### src/rtl/ast_pkg.sv
package ast_pkg;

    // Register byte offsets
    localparam logic [7:0] AST_OFF_STATUS = 8'h00;
    localparam logic [7:0] AST_OFF_DATA   = 8'h04;
    localparam logic [7:0] AST_OFF_CTRL1  = 8'h08;
    localparam logic [7:0] AST_OFF_CTRL2  = 8'h0C;
    localparam logic [7:0] AST_OFF_BAUD   = 8'h10;

    // Decoded register index
    localparam logic [2:0] AST_IDX_STATUS = 3'h0;
    localparam logic [2:0] AST_IDX_DATA   = 3'h1;
    localparam logic [2:0] AST_IDX_CTRL1  = 3'h2;
    localparam logic [2:0] AST_IDX_CTRL2  = 3'h3;
    localparam logic [2:0] AST_IDX_BAUD   = 3'h4;
    localparam logic [2:0] AST_IDX_NONE   = 3'h7;

    // Status bits
    localparam int AST_ST_TXE  = 7;
    localparam int AST_ST_TXD  = 6;
    localparam int AST_ST_RXF  = 5;
    localparam int AST_ST_OVR  = 3;
    localparam int AST_ST_NSE  = 2;
    localparam int AST_ST_FRM  = 1;
    // Control one bits
    localparam int AST_C1_RX9  = 7;
    localparam int AST_C1_TX9  = 6;
    localparam int AST_C1_WL9  = 4;
    localparam logic [7:0] AST_C1_WMASK = 8'h50;
    // Control two bits
    localparam int AST_C2_TIE  = 7;
    localparam int AST_C2_TX_DONE_IRQ_EN = 6;
    localparam int AST_C2_RIE  = 5;
    localparam int AST_C2_TE   = 3;
    localparam int AST_C2_RE   = 2;
    localparam int AST_C2_SBK  = 0;
    // Baud select fields: coarse [7:6], tx power [5:3], rx power [2:0]
    localparam int AST_BD_CRS  = 6;
    localparam int AST_BD_TXP  = 3;
    localparam int AST_BD_RXP  = 0;

    // Coarse divider values
    localparam logic [10:0] AST_CRS_1  = 11'h001;
    localparam logic [10:0] AST_CRS_3  = 11'h003;
    localparam logic [10:0] AST_CRS_4  = 11'h004;
    localparam logic [10:0] AST_CRS_13 = 11'h00D;

    // Bit timing in sixteenth-bit ticks, frame lengths in bits
    localparam logic [3:0] AST_SUB_LAST  = 4'hF;
    localparam logic [3:0] AST_SMP_FIRST = 4'h7;
    localparam logic [3:0] AST_SMP_LAST  = 4'h9;
    localparam logic [3:0] AST_FLEN8     = 4'hA;
    localparam logic [3:0] AST_FLEN9     = 4'hB;

    localparam logic [1:0] AST_RESP_OKAY   = 2'h0;
    localparam logic [1:0] AST_RESP_SLVERR = 2'h2;
    localparam logic [7:0] AST_STATUS_RST  = 8'hC0;

    typedef enum logic [3:0] {
        AST_TX_OFF   = 4'h1,
        AST_TX_IDLE  = 4'h2,
        AST_TX_FRAME = 4'h4,
        AST_TX_MARK  = 4'h8
    } ast_tx_st_t;

    typedef enum logic [2:0] {
        AST_RX_OFF  = 3'h1,
        AST_RX_HUNT = 3'h2,
        AST_RX_BIT  = 3'h4
    } ast_rx_st_t;

endpackage

### src/rtl/ast_serial.sv
// Contract
// - Idle line high while enabled; pin released when both directions off.
// - Frame is start bit, 8 or 9 data bits LSB first, stop bit.
// - Start bit driven low, stop bit driven high, whole bit each.
// - Nine-bit mode sends tx_ninth_bit as the ninth, most significant bit.
// - Nine-bit mode stores received top bit in rx_ninth_bit.
// - Idle character is one whole frame of ones.
// - Break frames of zeros while send_break_bit set, then one mark bit.
// - Enabling transmitter sends idle frame first; re-enable drops buffered data (a byte buffered while the sender is off goes out ahead of the idle frame).
// - Buffer empty flag sets when buffer moves to shifter; may interrupt.
// - Write while sending waits in hold buffer until the frame ends.
// - Write while idle starts sending at once and sets buffer empty.
// - Transmit done flag sets after stop bit; may interrupt.
// - Status read then data write clears both transmit flags.
// - Receive enable starts hunting for a start bit.
// - Completed character moves to rx buffer, sets full flag, may interrupt.
// - Framing, noise and overrun flags set on their conditions.
// - Status read then data read clears full flag; read returns buffer.
// - Separate transmit and receive baud generators from core clock.
// - Receive line is oversampled to reject noise.
// - Bit valid when samples 8, 9, 10 agree, else noise flag.
// - Overrun keeps old buffer, sets overrun flag, shifter overwritten.
// - Bad stop bit or break sets framing flag with the full flag.
//
// The AXI4-Lite slave port and the address map are this design's own decisions.
`timescale 1ns/1ps
`default_nettype none
module ast_serial
    import ast_pkg::*;
(
    // Clock and reset
    input  wire logic        core_clk_i,
    input  wire logic        rstn_i,
    // AXI4-Lite write
    input  wire logic        s_axil_awvalid_i,
    output logic             s_axil_awready_o,
    input  wire logic [7:0]  s_axil_awaddr_i,
    input  wire logic        s_axil_wvalid_i,
    output logic             s_axil_wready_o,
    input  wire logic [31:0] s_axil_wdata_i,
    input  wire logic [3:0]  s_axil_wstrb_i,
    output logic             s_axil_bvalid_o,
    input  wire logic        s_axil_bready_i,
    output logic [1:0]       s_axil_bresp_o,
    // AXI4-Lite read
    input  wire logic        s_axil_arvalid_i,
    output logic             s_axil_arready_o,
    input  wire logic [7:0]  s_axil_araddr_i,
    output logic             s_axil_rvalid_o,
    input  wire logic        s_axil_rready_i,
    output logic [31:0]      s_axil_rdata_o,
    output logic [1:0]       s_axil_rresp_o,
    // Serial pins
    output logic             tx_line_o,
    output logic             tx_line_oe_o,
    input  wire logic        rx_line_in_i,
    // Processor interrupt mask and request
    input  wire logic        cpu_irq_mask_i,
    output logic             irq_o
);

    typedef struct packed {
        logic             aw_full;
        logic [7:0]       aw_addr;
        logic             w_full;
        logic [7:0]       w_data;
        logic             w_lane0;
        logic             bvalid;
        logic [1:0]       bresp;
        logic             rvalid;
        logic [7:0]       rdata;
        logic [1:0]       rresp;
        logic [7:0]       ctrl1;
        logic [7:0]       ctrl2;
        logic [7:0]       baud;
        logic [7:0]       status;
        logic             seen;
        logic             noise_pend;
        logic [7:0]       tx_buf;
        logic             tx_buf_full;
        ast_tx_st_t       tx_st;
        logic [10:0]      tx_pre;
        logic [3:0]       tx_sub;
        logic [3:0]       tx_bit;
        logic [10:0]      tx_shift;
        logic             tx_brk;
        logic             te_prev;
        logic             idle_req;
        logic [8:0]       rx_buf;
        ast_rx_st_t       rx_st;
        logic [10:0]      rx_pre;
        logic [3:0]       rx_sub;
        logic [3:0]       rx_bit;
        logic [8:0]       rx_shift;
        logic [2:0]       vote;
        logic             rx_prev;
    } ast_state_t;

    ast_state_t q;
    ast_state_t d;

    // Address to register index, unmapped gives the none index
    function automatic logic [2:0] ast_decode(input logic [7:0] a);
        case (a)
            AST_OFF_STATUS: ast_decode = AST_IDX_STATUS;
            AST_OFF_DATA:   ast_decode = AST_IDX_DATA;
            AST_OFF_CTRL1:  ast_decode = AST_IDX_CTRL1;
            AST_OFF_CTRL2:  ast_decode = AST_IDX_CTRL2;
            AST_OFF_BAUD:   ast_decode = AST_IDX_BAUD;
            default:        ast_decode = AST_IDX_NONE;
        endcase
    endfunction

    // Prescaler terminal count: coarse times power of two, minus one
    function automatic logic [10:0] ast_div(input logic [1:0] crs,
                                            input logic [2:0] pw);
        logic [10:0] base;
        case (crs)
            2'h0:    base = AST_CRS_1;
            2'h1:    base = AST_CRS_3;
            2'h2:    base = AST_CRS_4;
            default: base = AST_CRS_13;
        endcase
        ast_div = (base << pw) - 11'h001;
    endfunction

    logic        wr_go;
    logic        rd_go;
    logic [2:0]  wr_idx;
    logic [2:0]  rd_idx;
    logic        te;
    logic        re;
    logic        word9;
    logic [3:0]  flen;
    logic        tx_tick;
    logic        tx_bit_end;
    logic        tx_frame_end;
    logic        rx_tick;
    logic        rx_decide;
    logic [2:0]  vote_n;
    logic        rx_val;
    logic        rx_dis;
    logic        rx_done;
    logic        rx_over;
    logic [8:0]  rx_word;

    // Handshake outputs straight from state
    assign s_axil_awready_o = ~q.aw_full & ~q.bvalid;
    assign s_axil_wready_o  = ~q.w_full & ~q.bvalid;
    assign s_axil_arready_o = ~q.rvalid;
    assign s_axil_bvalid_o  = q.bvalid;
    assign s_axil_bresp_o   = q.bresp;
    assign s_axil_rvalid_o  = q.rvalid;
    assign s_axil_rdata_o   = {24'h000000, q.rdata};
    assign s_axil_rresp_o   = q.rresp;

    // Pin ownership and level
    assign tx_line_oe_o = q.ctrl2[AST_C2_TE] | q.ctrl2[AST_C2_RE];
    assign tx_line_o    = (q.tx_st == AST_TX_FRAME) ? q.tx_shift[0] : 1'b1;

    // Interrupt request gated by processor mask
    assign irq_o = ~cpu_irq_mask_i &
        ((q.status[AST_ST_TXE] & q.ctrl2[AST_C2_TIE]) |
         (q.status[AST_ST_TXD] & q.ctrl2[AST_C2_TX_DONE_IRQ_EN]) |
         (q.status[AST_ST_RXF] & q.ctrl2[AST_C2_RIE]));

    // Whole next-state function; later sets override earlier clears
    always_comb
    begin
        d        = q;
        wr_go    = q.aw_full & q.w_full & ~q.bvalid;
        rd_go    = s_axil_arvalid_i & ~q.rvalid;
        wr_idx   = ast_decode(q.aw_addr);
        rd_idx   = ast_decode(s_axil_araddr_i);
        te       = q.ctrl2[AST_C2_TE];
        re       = q.ctrl2[AST_C2_RE];
        word9    = q.ctrl1[AST_C1_WL9];
        flen     = word9 ? AST_FLEN9 : AST_FLEN8;

        // Bus capture and release
        if (s_axil_awvalid_i & s_axil_awready_o)
        begin
            d.aw_full = 1'b1;
            d.aw_addr = s_axil_awaddr_i;
        end
        if (s_axil_wvalid_i & s_axil_wready_o)
        begin
            d.w_full  = 1'b1;
            d.w_data  = s_axil_wdata_i[7:0];
            d.w_lane0 = s_axil_wstrb_i[0];
        end
        if (q.bvalid & s_axil_bready_i)
            d.bvalid = 1'b0;
        if (q.rvalid & s_axil_rready_i)
            d.rvalid = 1'b0;

        // Register writes; byte lane 0 carries every field
        if (wr_go)
        begin
            d.aw_full = 1'b0;
            d.w_full  = 1'b0;
            d.bvalid  = 1'b1;
            d.bresp   = (wr_idx == AST_IDX_NONE) ? AST_RESP_SLVERR
                                                 : AST_RESP_OKAY;
            if (q.w_lane0)
            begin
                case (wr_idx)
                    AST_IDX_DATA:
                    begin
                        d.tx_buf      = q.w_data;
                        d.tx_buf_full = 1'b1;
                        if (q.seen)
                        begin
                            d.status[AST_ST_TXE] = 1'b0;
                            d.status[AST_ST_TXD] = 1'b0;
                        end
                        d.seen = 1'b0;
                    end
                    AST_IDX_CTRL1:
                        d.ctrl1 = (q.ctrl1 & ~AST_C1_WMASK) |
                                  (q.w_data & AST_C1_WMASK);
                    AST_IDX_CTRL2: d.ctrl2 = q.w_data;
                    AST_IDX_BAUD:  d.baud  = q.w_data;
                    default: ;
                endcase
            end
        end

        // Register reads and the read side of the clearing sequences
        if (rd_go)
        begin
            d.rvalid = 1'b1;
            d.rresp  = (rd_idx == AST_IDX_NONE) ? AST_RESP_SLVERR
                                                : AST_RESP_OKAY;
            case (rd_idx)
                AST_IDX_STATUS:
                begin
                    d.rdata = q.status;
                    d.seen  = 1'b1;
                end
                AST_IDX_DATA:
                begin
                    d.rdata = q.rx_buf[7:0];
                    if (q.seen)
                    begin
                        d.status[AST_ST_RXF] = 1'b0;
                        d.status[AST_ST_OVR] = 1'b0;
                        d.status[AST_ST_NSE] = 1'b0;
                        d.status[AST_ST_FRM] = 1'b0;
                    end
                    d.seen = 1'b0;
                end
                AST_IDX_CTRL1:
                    d.rdata = {q.rx_buf[8], q.ctrl1[6:0]};
                AST_IDX_CTRL2: d.rdata = q.ctrl2;
                AST_IDX_BAUD:  d.rdata = q.baud;
                default:       d.rdata = 8'h00;
            endcase
        end

        // Transmit baud prescaler, runs only while sending a frame or the mark bit
        tx_tick = q.tx_pre == ast_div(q.baud[AST_BD_CRS +: 2],
                                      q.baud[AST_BD_TXP +: 3]);
        tx_bit_end   = 1'b0;
        tx_frame_end = 1'b0;
        if (q.tx_st == AST_TX_FRAME || q.tx_st == AST_TX_MARK)
        begin
            d.tx_pre = tx_tick ? 11'h000 : q.tx_pre + 11'h001;
            if (tx_tick)
                d.tx_sub = q.tx_sub + 4'h1;
            tx_bit_end   = tx_tick & (q.tx_sub == AST_SUB_LAST);
            tx_frame_end = tx_bit_end & ((q.tx_st == AST_TX_MARK) |
                           (q.tx_bit == flen - 4'h1));
        end
        else
        begin
            d.tx_pre = 11'h000;
            d.tx_sub = 4'h0;
        end

        // Shift out LSB first, ones fill behind
        if (tx_bit_end && q.tx_st == AST_TX_FRAME)
        begin
            d.tx_shift = {1'b1, q.tx_shift[10:1]};
            d.tx_bit   = q.tx_bit + 4'h1;
        end
        if (tx_frame_end && q.tx_st == AST_TX_FRAME)
            d.status[AST_ST_TXD] = 1'b1;

        // Launch the next frame at a boundary or from rest
        if (tx_frame_end || q.tx_st == AST_TX_IDLE || q.tx_st == AST_TX_OFF)
        begin
            d.tx_st  = te ? AST_TX_IDLE : AST_TX_OFF;
            d.tx_bit = 4'h0;
            if (te)
            begin
                if (q.ctrl2[AST_C2_SBK])
                begin
                    d.tx_shift = 11'h000;
                    d.tx_brk   = 1'b1;
                    d.tx_st    = AST_TX_FRAME;
                end
                else if (q.tx_brk)
                begin
                    d.tx_brk = 1'b0;
                    d.tx_st  = AST_TX_MARK;
                end
                else if (q.idle_req)
                begin
                    d.tx_shift = 11'h7FF;
                    d.idle_req = 1'b0;
                    d.tx_st    = AST_TX_FRAME;
                end
                else if (q.tx_buf_full)
                begin
                    // Stop high, start low around the data
                    d.tx_shift = word9 ?
                        {1'b1, q.ctrl1[AST_C1_TX9], q.tx_buf, 1'b0} :
                        {2'b11, q.tx_buf, 1'b0};
                    d.tx_buf_full        = 1'b0;
                    d.status[AST_ST_TXE] = 1'b1;
                    d.tx_st              = AST_TX_FRAME;
                end
            end
        end

        // Re-enable queues an idle frame and drops buffered data that the launch above did not take this cycle
        d.te_prev = te;
        if (te & ~q.te_prev)
        begin
            d.idle_req    = 1'b1;
            d.tx_buf_full = 1'b0;
        end

        // Receive prescaler and majority vote of samples 8, 9, 10
        rx_tick   = q.rx_pre == ast_div(q.baud[AST_BD_CRS +: 2],
                                        q.baud[AST_BD_RXP +: 3]);
        vote_n    = {q.vote[1:0], rx_line_in_i};
        rx_val    = (vote_n[0] & vote_n[1]) | (vote_n[1] & vote_n[2]) |
                    (vote_n[0] & vote_n[2]);
        rx_dis    = ~(&vote_n) & (|vote_n);
        rx_decide = 1'b0;
        rx_done   = 1'b0;
        rx_over   = 1'b0;
        rx_word   = word9 ? q.rx_shift : {1'b0, q.rx_shift[8:1]};
        d.rx_prev = rx_line_in_i;

        case (q.rx_st)
            AST_RX_OFF:
                if (re)
                    d.rx_st = AST_RX_HUNT;
            AST_RX_HUNT:
            begin
                d.rx_pre = 11'h000;
                d.rx_sub = 4'h0;
                if (q.rx_prev & ~rx_line_in_i)
                begin
                    d.rx_st  = AST_RX_BIT;
                    d.rx_bit = 4'h0;
                end
            end
            AST_RX_BIT:
            begin
                d.rx_pre = rx_tick ? 11'h000 : q.rx_pre + 11'h001;
                if (rx_tick)
                begin
                    d.rx_sub = q.rx_sub + 4'h1;
                    if (q.rx_sub >= AST_SMP_FIRST && q.rx_sub <= AST_SMP_LAST)
                        d.vote = vote_n;
                    if (q.rx_sub == AST_SUB_LAST)
                        d.rx_bit = q.rx_bit + 4'h1;
                end
                rx_decide = rx_tick & (q.rx_sub == AST_SMP_LAST);
                if (rx_decide)
                begin
                    if (rx_dis)
                        d.noise_pend = 1'b1;
                    if (q.rx_bit == 4'h0)
                    begin
                        // False start: drop frame, keep noise for next
                        if (rx_val)
                        begin
                            d.noise_pend = 1'b1;
                            d.rx_st      = AST_RX_HUNT;
                        end
                    end
                    else if (q.rx_bit < flen - 4'h1)
                        d.rx_shift = {rx_val, q.rx_shift[8:1]};
                    else
                    begin
                        rx_done = 1'b1;
                        d.rx_st = AST_RX_HUNT;
                    end
                end
            end
            default: d.rx_st = AST_RX_OFF;
        endcase
        if (!re)
            d.rx_st = AST_RX_OFF;

        // Character complete: transfer or overrun
        if (rx_done)
        begin
            if (d.status[AST_ST_RXF])
            begin
                rx_over              = 1'b1;
                d.status[AST_ST_OVR] = 1'b1;
            end
            else
            begin
                d.rx_buf[7:0]        = rx_word[7:0];
                if (word9)
                    d.rx_buf[8]      = rx_word[8];
                d.status[AST_ST_RXF] = 1'b1;
                d.status[AST_ST_NSE] = q.noise_pend | rx_dis;
                d.status[AST_ST_FRM] = ~rx_val;
                d.noise_pend         = 1'b0;
            end
        end
    end

    // Single state register
    always_ff @(posedge core_clk_i or negedge rstn_i)
    begin
        if (!rstn_i)
        begin
            q         <= '0;
            q.status  <= AST_STATUS_RST;
            q.tx_st   <= AST_TX_OFF;
            q.rx_st   <= AST_RX_OFF;
            q.rx_prev <= 1'b1;
        end
        else
            q <= d;
    end

    property p_start_low;
        @(posedge core_clk_i) disable iff (!rstn_i)
        (q.tx_st == AST_TX_FRAME && q.tx_bit == 4'h0 && !q.tx_brk &&
         !q.tx_shift[1]) |-> !tx_line_o;
    endproperty
    a_start_low: assert property (p_start_low)
        else $error("start bit not low");

    property p_stop_high;
        @(posedge core_clk_i) disable iff (!rstn_i)
        (q.tx_st == AST_TX_FRAME && !q.tx_brk && q.tx_bit == flen - 4'h1)
        |-> tx_line_o;
    endproperty
    a_stop_high: assert property (p_stop_high)
        else $error("stop bit not high");

    property p_done_after_stop;
        @(posedge core_clk_i) disable iff (!rstn_i)
        (tx_frame_end && q.tx_st == AST_TX_FRAME) |=> q.status[AST_ST_TXD];
    endproperty
    a_done_after_stop: assert property (p_done_after_stop)
        else $error("done flag missing after stop bit");

    property p_empty_on_load;
        @(posedge core_clk_i) disable iff (!rstn_i)
        (q.tx_buf_full && te && q.tx_st == AST_TX_IDLE && !q.idle_req &&
         !q.tx_brk && !q.ctrl2[AST_C2_SBK])
        |=> (q.status[AST_ST_TXE] && q.tx_st == AST_TX_FRAME && !q.tx_buf_full);
    endproperty
    a_empty_on_load: assert property (p_empty_on_load)
        else $error("idle write did not start frame");

    property p_tx_clear_seq;
        @(posedge core_clk_i) disable iff (!rstn_i)
        $fell(q.status[AST_ST_TXD]) |->
            $past(wr_go && wr_idx == AST_IDX_DATA && q.seen);
    endproperty
    a_tx_clear_seq: assert property (p_tx_clear_seq)
        else $error("done flag cleared without sequence");

    property p_reenable_drops;
        @(posedge core_clk_i) disable iff (!rstn_i)
        (te && !q.te_prev) |=> (!q.tx_buf_full && q.idle_req) or
                               (q.tx_st == AST_TX_FRAME && q.tx_shift[0]);
    endproperty
    a_reenable_drops: assert property (p_reenable_drops)
        else $error("enable rise kept buffered data");

    property p_rx_full;
        @(posedge core_clk_i) disable iff (!rstn_i)
        (rx_done && !rx_over) |=> (q.status[AST_ST_RXF] &&
                                   q.rx_buf[7:0] == $past(rx_word[7:0]));
    endproperty
    a_rx_full: assert property (p_rx_full)
        else $error("character not transferred");

    property p_overrun;
        @(posedge core_clk_i) disable iff (!rstn_i)
        rx_over |=> (q.status[AST_ST_OVR] && $stable(q.rx_buf));
    endproperty
    a_overrun: assert property (p_overrun)
        else $error("overrun handling wrong");

    property p_noise;
        @(posedge core_clk_i) disable iff (!rstn_i)
        (rx_decide && rx_dis && q.rx_bit != 4'h0 && !rx_done) |=> q.noise_pend;
    endproperty
    a_noise: assert property (p_noise)
        else $error("sample disagreement not noted");

endmodule
`default_nettype wire

### config.mk
export PLATFORM = sky130hd
export DESIGN_NAME = ast_serial
export DESIGN_NICKNAME = d
export VERILOG_FILES = /design/src/rtl/ast_pkg.sv /design/src/rtl/ast_serial.sv
export SDC_FILE = /design/constraint.sdc
export NUM_CORES = 1
export LEC_CHECK = 0
export BUFFER_PORTS_ARGS = -buffer_cell sky130_fd_sc_hd__buf_2
export CAP_MARGIN = 20
export CORE_MARGIN = 1
export CORE_UTILIZATION = 53
export DETAILED_ROUTE_END_ITERATION = 7
export PLACE_DENSITY = 0.78
export SYNTH_ARGS = -nofsm -noshare
export SYNTH_HDL_FRONTEND = slang
export SYNTH_SLANG_ARGS = --single-unit
### constraint.sdc
create_clock -name core_clk_i -period 3.74 [get_ports core_clk_i]
set_input_delay 0.561 -clock core_clk_i [delete_from_list [all_inputs] [get_ports core_clk_i]]
set_output_delay 0.561 -clock core_clk_i [all_outputs]
set_load 0.01 [all_outputs]
After elaboration in Yosys (flattened, before gate mapping)
Index checks and enable logic that the tools add are counted.
Storage, ports and cells
  RAM bits: 0
  memories: 0
  output and inout bits: 44
  input port bits: 61
  bits in read-only memories: 0
  word-level logic and storage cells: 271
  bits in latches: 0
  register bits: 154
Cells by class
  bitwise logic cells: 41
  mux-type cells: 98
  equality and inequality tests: 43
  $add $sub $neg: 9
  div/mod/pow operators: 0
  $lt $le $gt $ge: 3
  multiply operators: 0
  shift operators: 2
  reduce and logical (&&, ||, !) cells: 39
Operators with widths (count)
  two-way mux 11 bit: 6
  two-way mux 1 bit: 47
  one-hot mux 8 bit (5 select lines): 1
  one-hot mux 19 bit (2 select lines): 1
  two-way mux 3 bit: 11
  == test 8 x 4 -> 1 bit (second input constant): 4
  two-way mux 15 bit: 2
  one-hot mux 3 bit (5 select lines): 2
  two-way mux 12 bit: 2
  two-way mux 4 bit: 6
  nonzero test 2 bit: 12
  adder 11 x 1 -> 11 bit (second input constant): 2
  bitwise AND 1 bit: 22
  == test 11 bit: 2
  left shift 4 x 3 -> 11 bit: 2
  subtractor 11 x 1 -> 11 bit (second input constant): 2
  AND reduction 3 bit: 7
  two-way mux 10 bit: 2
  AND reduction 4 bit: 5
  two-way mux 9 bit: 2
  adder 4 x 1 -> 4 bit (second input constant): 4
  == test 4 bit (second input constant): 4
  == test 8 x 3 -> 1 bit (second input constant): 2
  == test 8 x 5 -> 1 bit (second input constant): 2
  other kinds (35): 83

Depth between registers and ports, before layout
  depth after elaboration: 15
  depth in mapped cells: 16
  gate-level depth less buffers: 12

Worst setup path before layout
Ideal clock, no wire load.
  path type: flip-flop to flip-flop
  start point: register q[106] (netlist bit)
  end point: register q[10] (netlist bit)
  cell stages (with the launch flop): 17
  period minus slack after synthesis: 3.848 ns
  buffers on the path: 4
  data arrival time: 3.723 ns
  required time: 3.615 ns
  setup slack: -0.108 ns
  library setup time: 0.125 ns
  cells stage by stage: dfrtp_1 > buf_6 > buf_4 > nand2b_1 > a21oi_1 > or3_1 > ha_1 > inv_1 > maj3_1 > a221oi_2 > a311o_1 > a32o_1 > buf_2 > nand3_2 > or4b_1 > buf_2 > mux2_2
Between the ends
  longest elaborated chain between the ends: 7
  elaborated cells between the ends (all ways): 9
  classes of those cells: 1 x add/sub; 3 x eq/ne; 1 x shift; 1 x mux; 1 x bitwise; 2 x reduce/logical
Ends and longest elaborated chain
  start, declared: line ast_serial.sv:99  | ast_state_t q;
  == test 2 bit (tied with other cells): line ast_serial.sv:118  | case (crs)
  one-hot mux 4 bit (3 select lines) *: line ast_serial.sv:118
  left shift 4 x 3 -> 11 bit *: line ast_serial.sv:124  | ast_div = (base << pw) - 11'h001;
  subtractor 11 x 1 -> 11 bit *: line ast_serial.sv:124
  == test 11 bit *: line ast_serial.sv:336  | rx_tick = q.rx_pre == ast_div(q.baud[AST_BD_CRS +: 2],
  bitwise AND 1 bit *: line ast_serial.sv:373  | rx_decide = rx_tick & (q.rx_sub == AST_SMP_LAST);
  AND reduction 4 bit (no source line) *
Mark *: on every way between the ends. The rest lies on a longest branch, timed or not.
A chain may end at the register's enable or synchronous reset.

Worst setup path after layout
  start point: register q[107] (netlist bit)
  end point: register q[15] (netlist bit)
Between the ends
  longest elaborated chain between the ends: 7
  elaborated cells between the ends (all ways): 9
  classes of those cells: 1 x add/sub; 4 x eq/ne; 1 x shift; 1 x mux; 2 x reduce/logical
Ends and longest elaborated chain (line)
  == test 2 bit (tied with other cells): ast_serial.sv:118
  one-hot mux 4 bit (3 select lines) *: ast_serial.sv:118
  left shift 4 x 3 -> 11 bit *: ast_serial.sv:124
  subtractor 11 x 1 -> 11 bit *: ast_serial.sv:124
  == test 11 bit *: ast_serial.sv:336
  inequality test 2 bit (no source line) *
  AND reduction 4 bit (no source line) *
Marks and branches as above.

==> results by group <==
Die
  – Chip width: 127 um
  – Initial Util: 0.546
  – Die area: 16200 sq um
  – Core Rows: 45
  – I/O pins: 105
  – Height of the die: 127 um
  – Core outline area: 15300 sq um

Yosys
  – Number of flops mapped to enable cells by yosys: 0
  – Post-synth cell types: 79
  – YS warnings: 0
  – Avg Synthesized Cell Area: 10.3 sq um
  – Seq/Total Area, Yosys: 0.439
  – Cells after synthesis: 809
  – Syn Std Cell Area: 8330 sq um
  – Number of synthesized register bits: 146
  – Ys async rst share: 1.00
  – Primary FF master, synth: dfrtp_1

Clock network
  – Clock Path Buffers: 2
  – Clock Sinks: 146
  – Hold-fix buffers at CTS: 0
  – CTS H-tree depth: 4
  – Num CTS Buffers: 17
  – Clock latency at the later pin of the worst-skew pair: 0.43 ns
  – Root Driver: clkbuf_16
  – CTS tree: yes
  – Worst-path clk slew: 0.06 ns

Global route
  – First-pass GRT wire length: 29100 um
  – Overflow after GRT: 0
  – Via count of the first global-routing pass: 5821
  – Largest net degree at the start of global routing: 93
  – Antenna violations before repair: 0
  – GRT Overall Usage: 0.229

Setup path
  – Top delay family on crit path: simple AND/OR/NAND/NOR gates
  – Setup CP Type: register to register
  – Crit path buf inv count: 1
  – Critical path data arrival time: 3.82 ns
  – Crit start category: register
  – Slowest cell on crit path: or3b_2
  – Data required time of the worst path: 4.05 ns
  – Critical path capture point type: register
  – Crit path largest cell delay: 0.45 ns
  – Critical path peak fanout: 6
  – Crit path cell chain: nor2b_2, a21oi_1, or3_1, ha_2, or3b_2, a21oi_2, a221oi_4, a311o_1, a32o_2, buf_4, and3_1, nand3_1, mux2_2

Route
  – Vias: 6194
  – DRC: 0
  – DRT Pass-1 Iters: 5
  – DRT iter0 DRCs: 463
  – Post-DRT Antenna Nets: 0
  – Post-DR wirelength/cell: 16.2 um
  – Detailed-route wire length: 17500 um
  – Vias/cell: 5.75

Power
  – Static leakage: 4.35 nW
  – Power Density: 565 nW/um^2
  – Comb pwr share: 0.308
  – Switching share of power: 0.330
  – Total power: 0.00528 W
  – Clock power share: 0.325
  – Internal: 0.00354 W
  – P_sw: 0.00174 W
  – VDD IR max: 462 uV
  – Reg power frac: 0.367

Layout
  – Layout cells sized above 1: 0.254
  – Commonest non-fill, non-tap cell in the layout: dfrtp_1
  – Most frequent cells in the layout: dfrtp_1, mux2_2, nor2_1
  – Fin cells: 1077
  – Fin nets: 926
  – N_diodes: 0
  – Area growth from synthesis to layout: 12.2%

Timing
  – Max-slew headroom: 0.431
  – Hold WS: 0.201 ns
  – Fin. Hold Viols: 0
  – Clk_skew: 0.0142 ns
  – Final-report setup violation count: 0
  – Final WS setup: 0.228 ns
  – Total negative setup slack: 0 ns
  – Worst-Margin Slew: 0.853 ns
  – Max Clock Freq: 0.285 GHz
  – Final min period: 3.51 ns
  – Crit share post-route: 0.939
  – Slew Limit Fails: 0

Placed design
  – I/O Buffers: 51
  – Detailed Place HPWL: 12000 um
  – Placed insts: 1044
  – Gp weighted congestion: 0.843
  – Pre-CTS setup slack: 0.000428 ns

Min path
  – HP Class: input pin to async pin

Flow run
  – Max Cap Viol: 0

Status
  – Status: finished clean
[per-stage QoR]
step / instance area [sq um] / util
2_1_floorplan: 8430 / -
3_3_place_gp: 8680 / 0.569
3_5_place_dp: 8680 / 0.569
4_1_cts: 9290 / 0.609
5_1_grt: 9350 / 0.613
6_report: 9350 / 0.613
[per-layer routing]
layer / wire, um / share of wire / vias to the layer above / track usage
li1: - / - / 2950 / -
met1: 8050 / 0.46 / 3052 / 0.315
met2: 8290 / 0.47 / 165 / 0.363
met3: 811 / 0.046 / 27 / 0.0431
met4: 309 / 0.018 / 0 / 0.0847
met5: 0 / 0 / - / 0
[path summary, 6_finish.rpt]
| kind | from | to | slack (ns) | cells past startpoint |
|---|---|---|---|---|
| min in group core_clk_i | rx_line_in_i | q[0]$_DFF_PN1_ | 0.29 | 1 |
| max in group asynchronous | rstn_i | q[85]$_DFFE_PN0P_ | 2.73 | 2 |
| hold reg to reg | s_axil_bresp_o[1]$_DFFE_PN0P_ | s_axil_bresp_o[1]$_DFFE_PN0P_ | 0.48 | 1 |
| setup reg to reg | q[107]$_DFFE_PN0P_ | q[15]$_DFFE_PN0P_ | 0.23 | 13 |
| setup / recovery | q[107]$_DFFE_PN0P_ | q[15]$_DFFE_PN0P_ | 0.23 | 13 |
| hold / removal | rstn_i | q[27]$_DFFE_PN0P_ | 0.20 | 1 |
[synth_stat cells, types with 10 or more instances]
cell type	count	area, sq um
xnor2_1	19	166
and3_1	12	75.1
o21a_1	10	75.1
o22ai_1	11	68.8
buf_4	38	285
o21ai_0	41	205
nand4_1	11	68.8
mux2_2	77	867
a22o_1	11	96.3
nor2_1	62	233
dfrtp_1	141	3530
mux2i_1	14	140
inv_1	23	86.3
ha_1	12	150
nor2b_1	15	93.8
a21oi_1	18	90.1
nand2_1	56	210
xor2_1	23	201
buf_2	10	50.1
clkbuf_1	21	78.8
nand3_1	29	145
[cell type report]
class | instances | area, sq um
fillers | 1233 | 5910
repair buffers | 76 | 482
clock buffers | 19 | 453
multi-input cells | 589 | 4250
inverters | 23 | 86.3
clock inverters | 13 | 149
well taps | 211 | 264
flip-flops and latches | 146 | 3660
[worst reg2reg max path: cells and delay by family (launching register included)]
family,cells,cell delay (ns)
buffers and inverters,1,0.17
and+or+nand+nor,5,1.29
adders and majority gates,1,0.22
DFF,1,0.44
muxes,1,0.33
AOI/OAI and AO/OA,5,0.94
[cell families after synthesis]
kind of cell             count (synthesis)  share of synthesized area
AO/OA/AOI/OAI                          150                      0.126
XOR/XNOR                                44                     0.0496
adder cells (fa/ha/maj)                 15                     0.0216
buffers and inverters                   99                     0.0668
flip-flops                             146                      0.439
multiplexers                            92                      0.123
other                                    1                   0.000450
AND/OR/NAND/NOR                        262                      0.173
[power groups by stage]
stage / registers (W) / logic [W] / clock network, W
detailed placement: 0.00196 / 0.00160 / 0
global placement: 0.00195 / 0.00157 / 0
CTS: 0.00194 / 0.00161 / 0.00175
finish: 0.00194 / 0.00163 / 0.00172
floorplan: 0.00188 / 0.00123 / 0
global route: 0.00196 / 0.00180 / 0.00180
[registers in the layout, indices dropped and copies added, names as in the netlist]
signal,flops
q,133
s_axil_bresp_o,1
d,1
s_axil_rresp_o,1
s_axil_rdata_o,8
s_axil_bvalid_o,1
s_axil_rvalid_o,1
[repair_timing]
item,in CTS,in global routing
setup endpoints to repair,6,57
pin swaps,0,1
gates resized for setup,1,15
buffers inserted,0,1
Power figures use the tool's default switching activity.
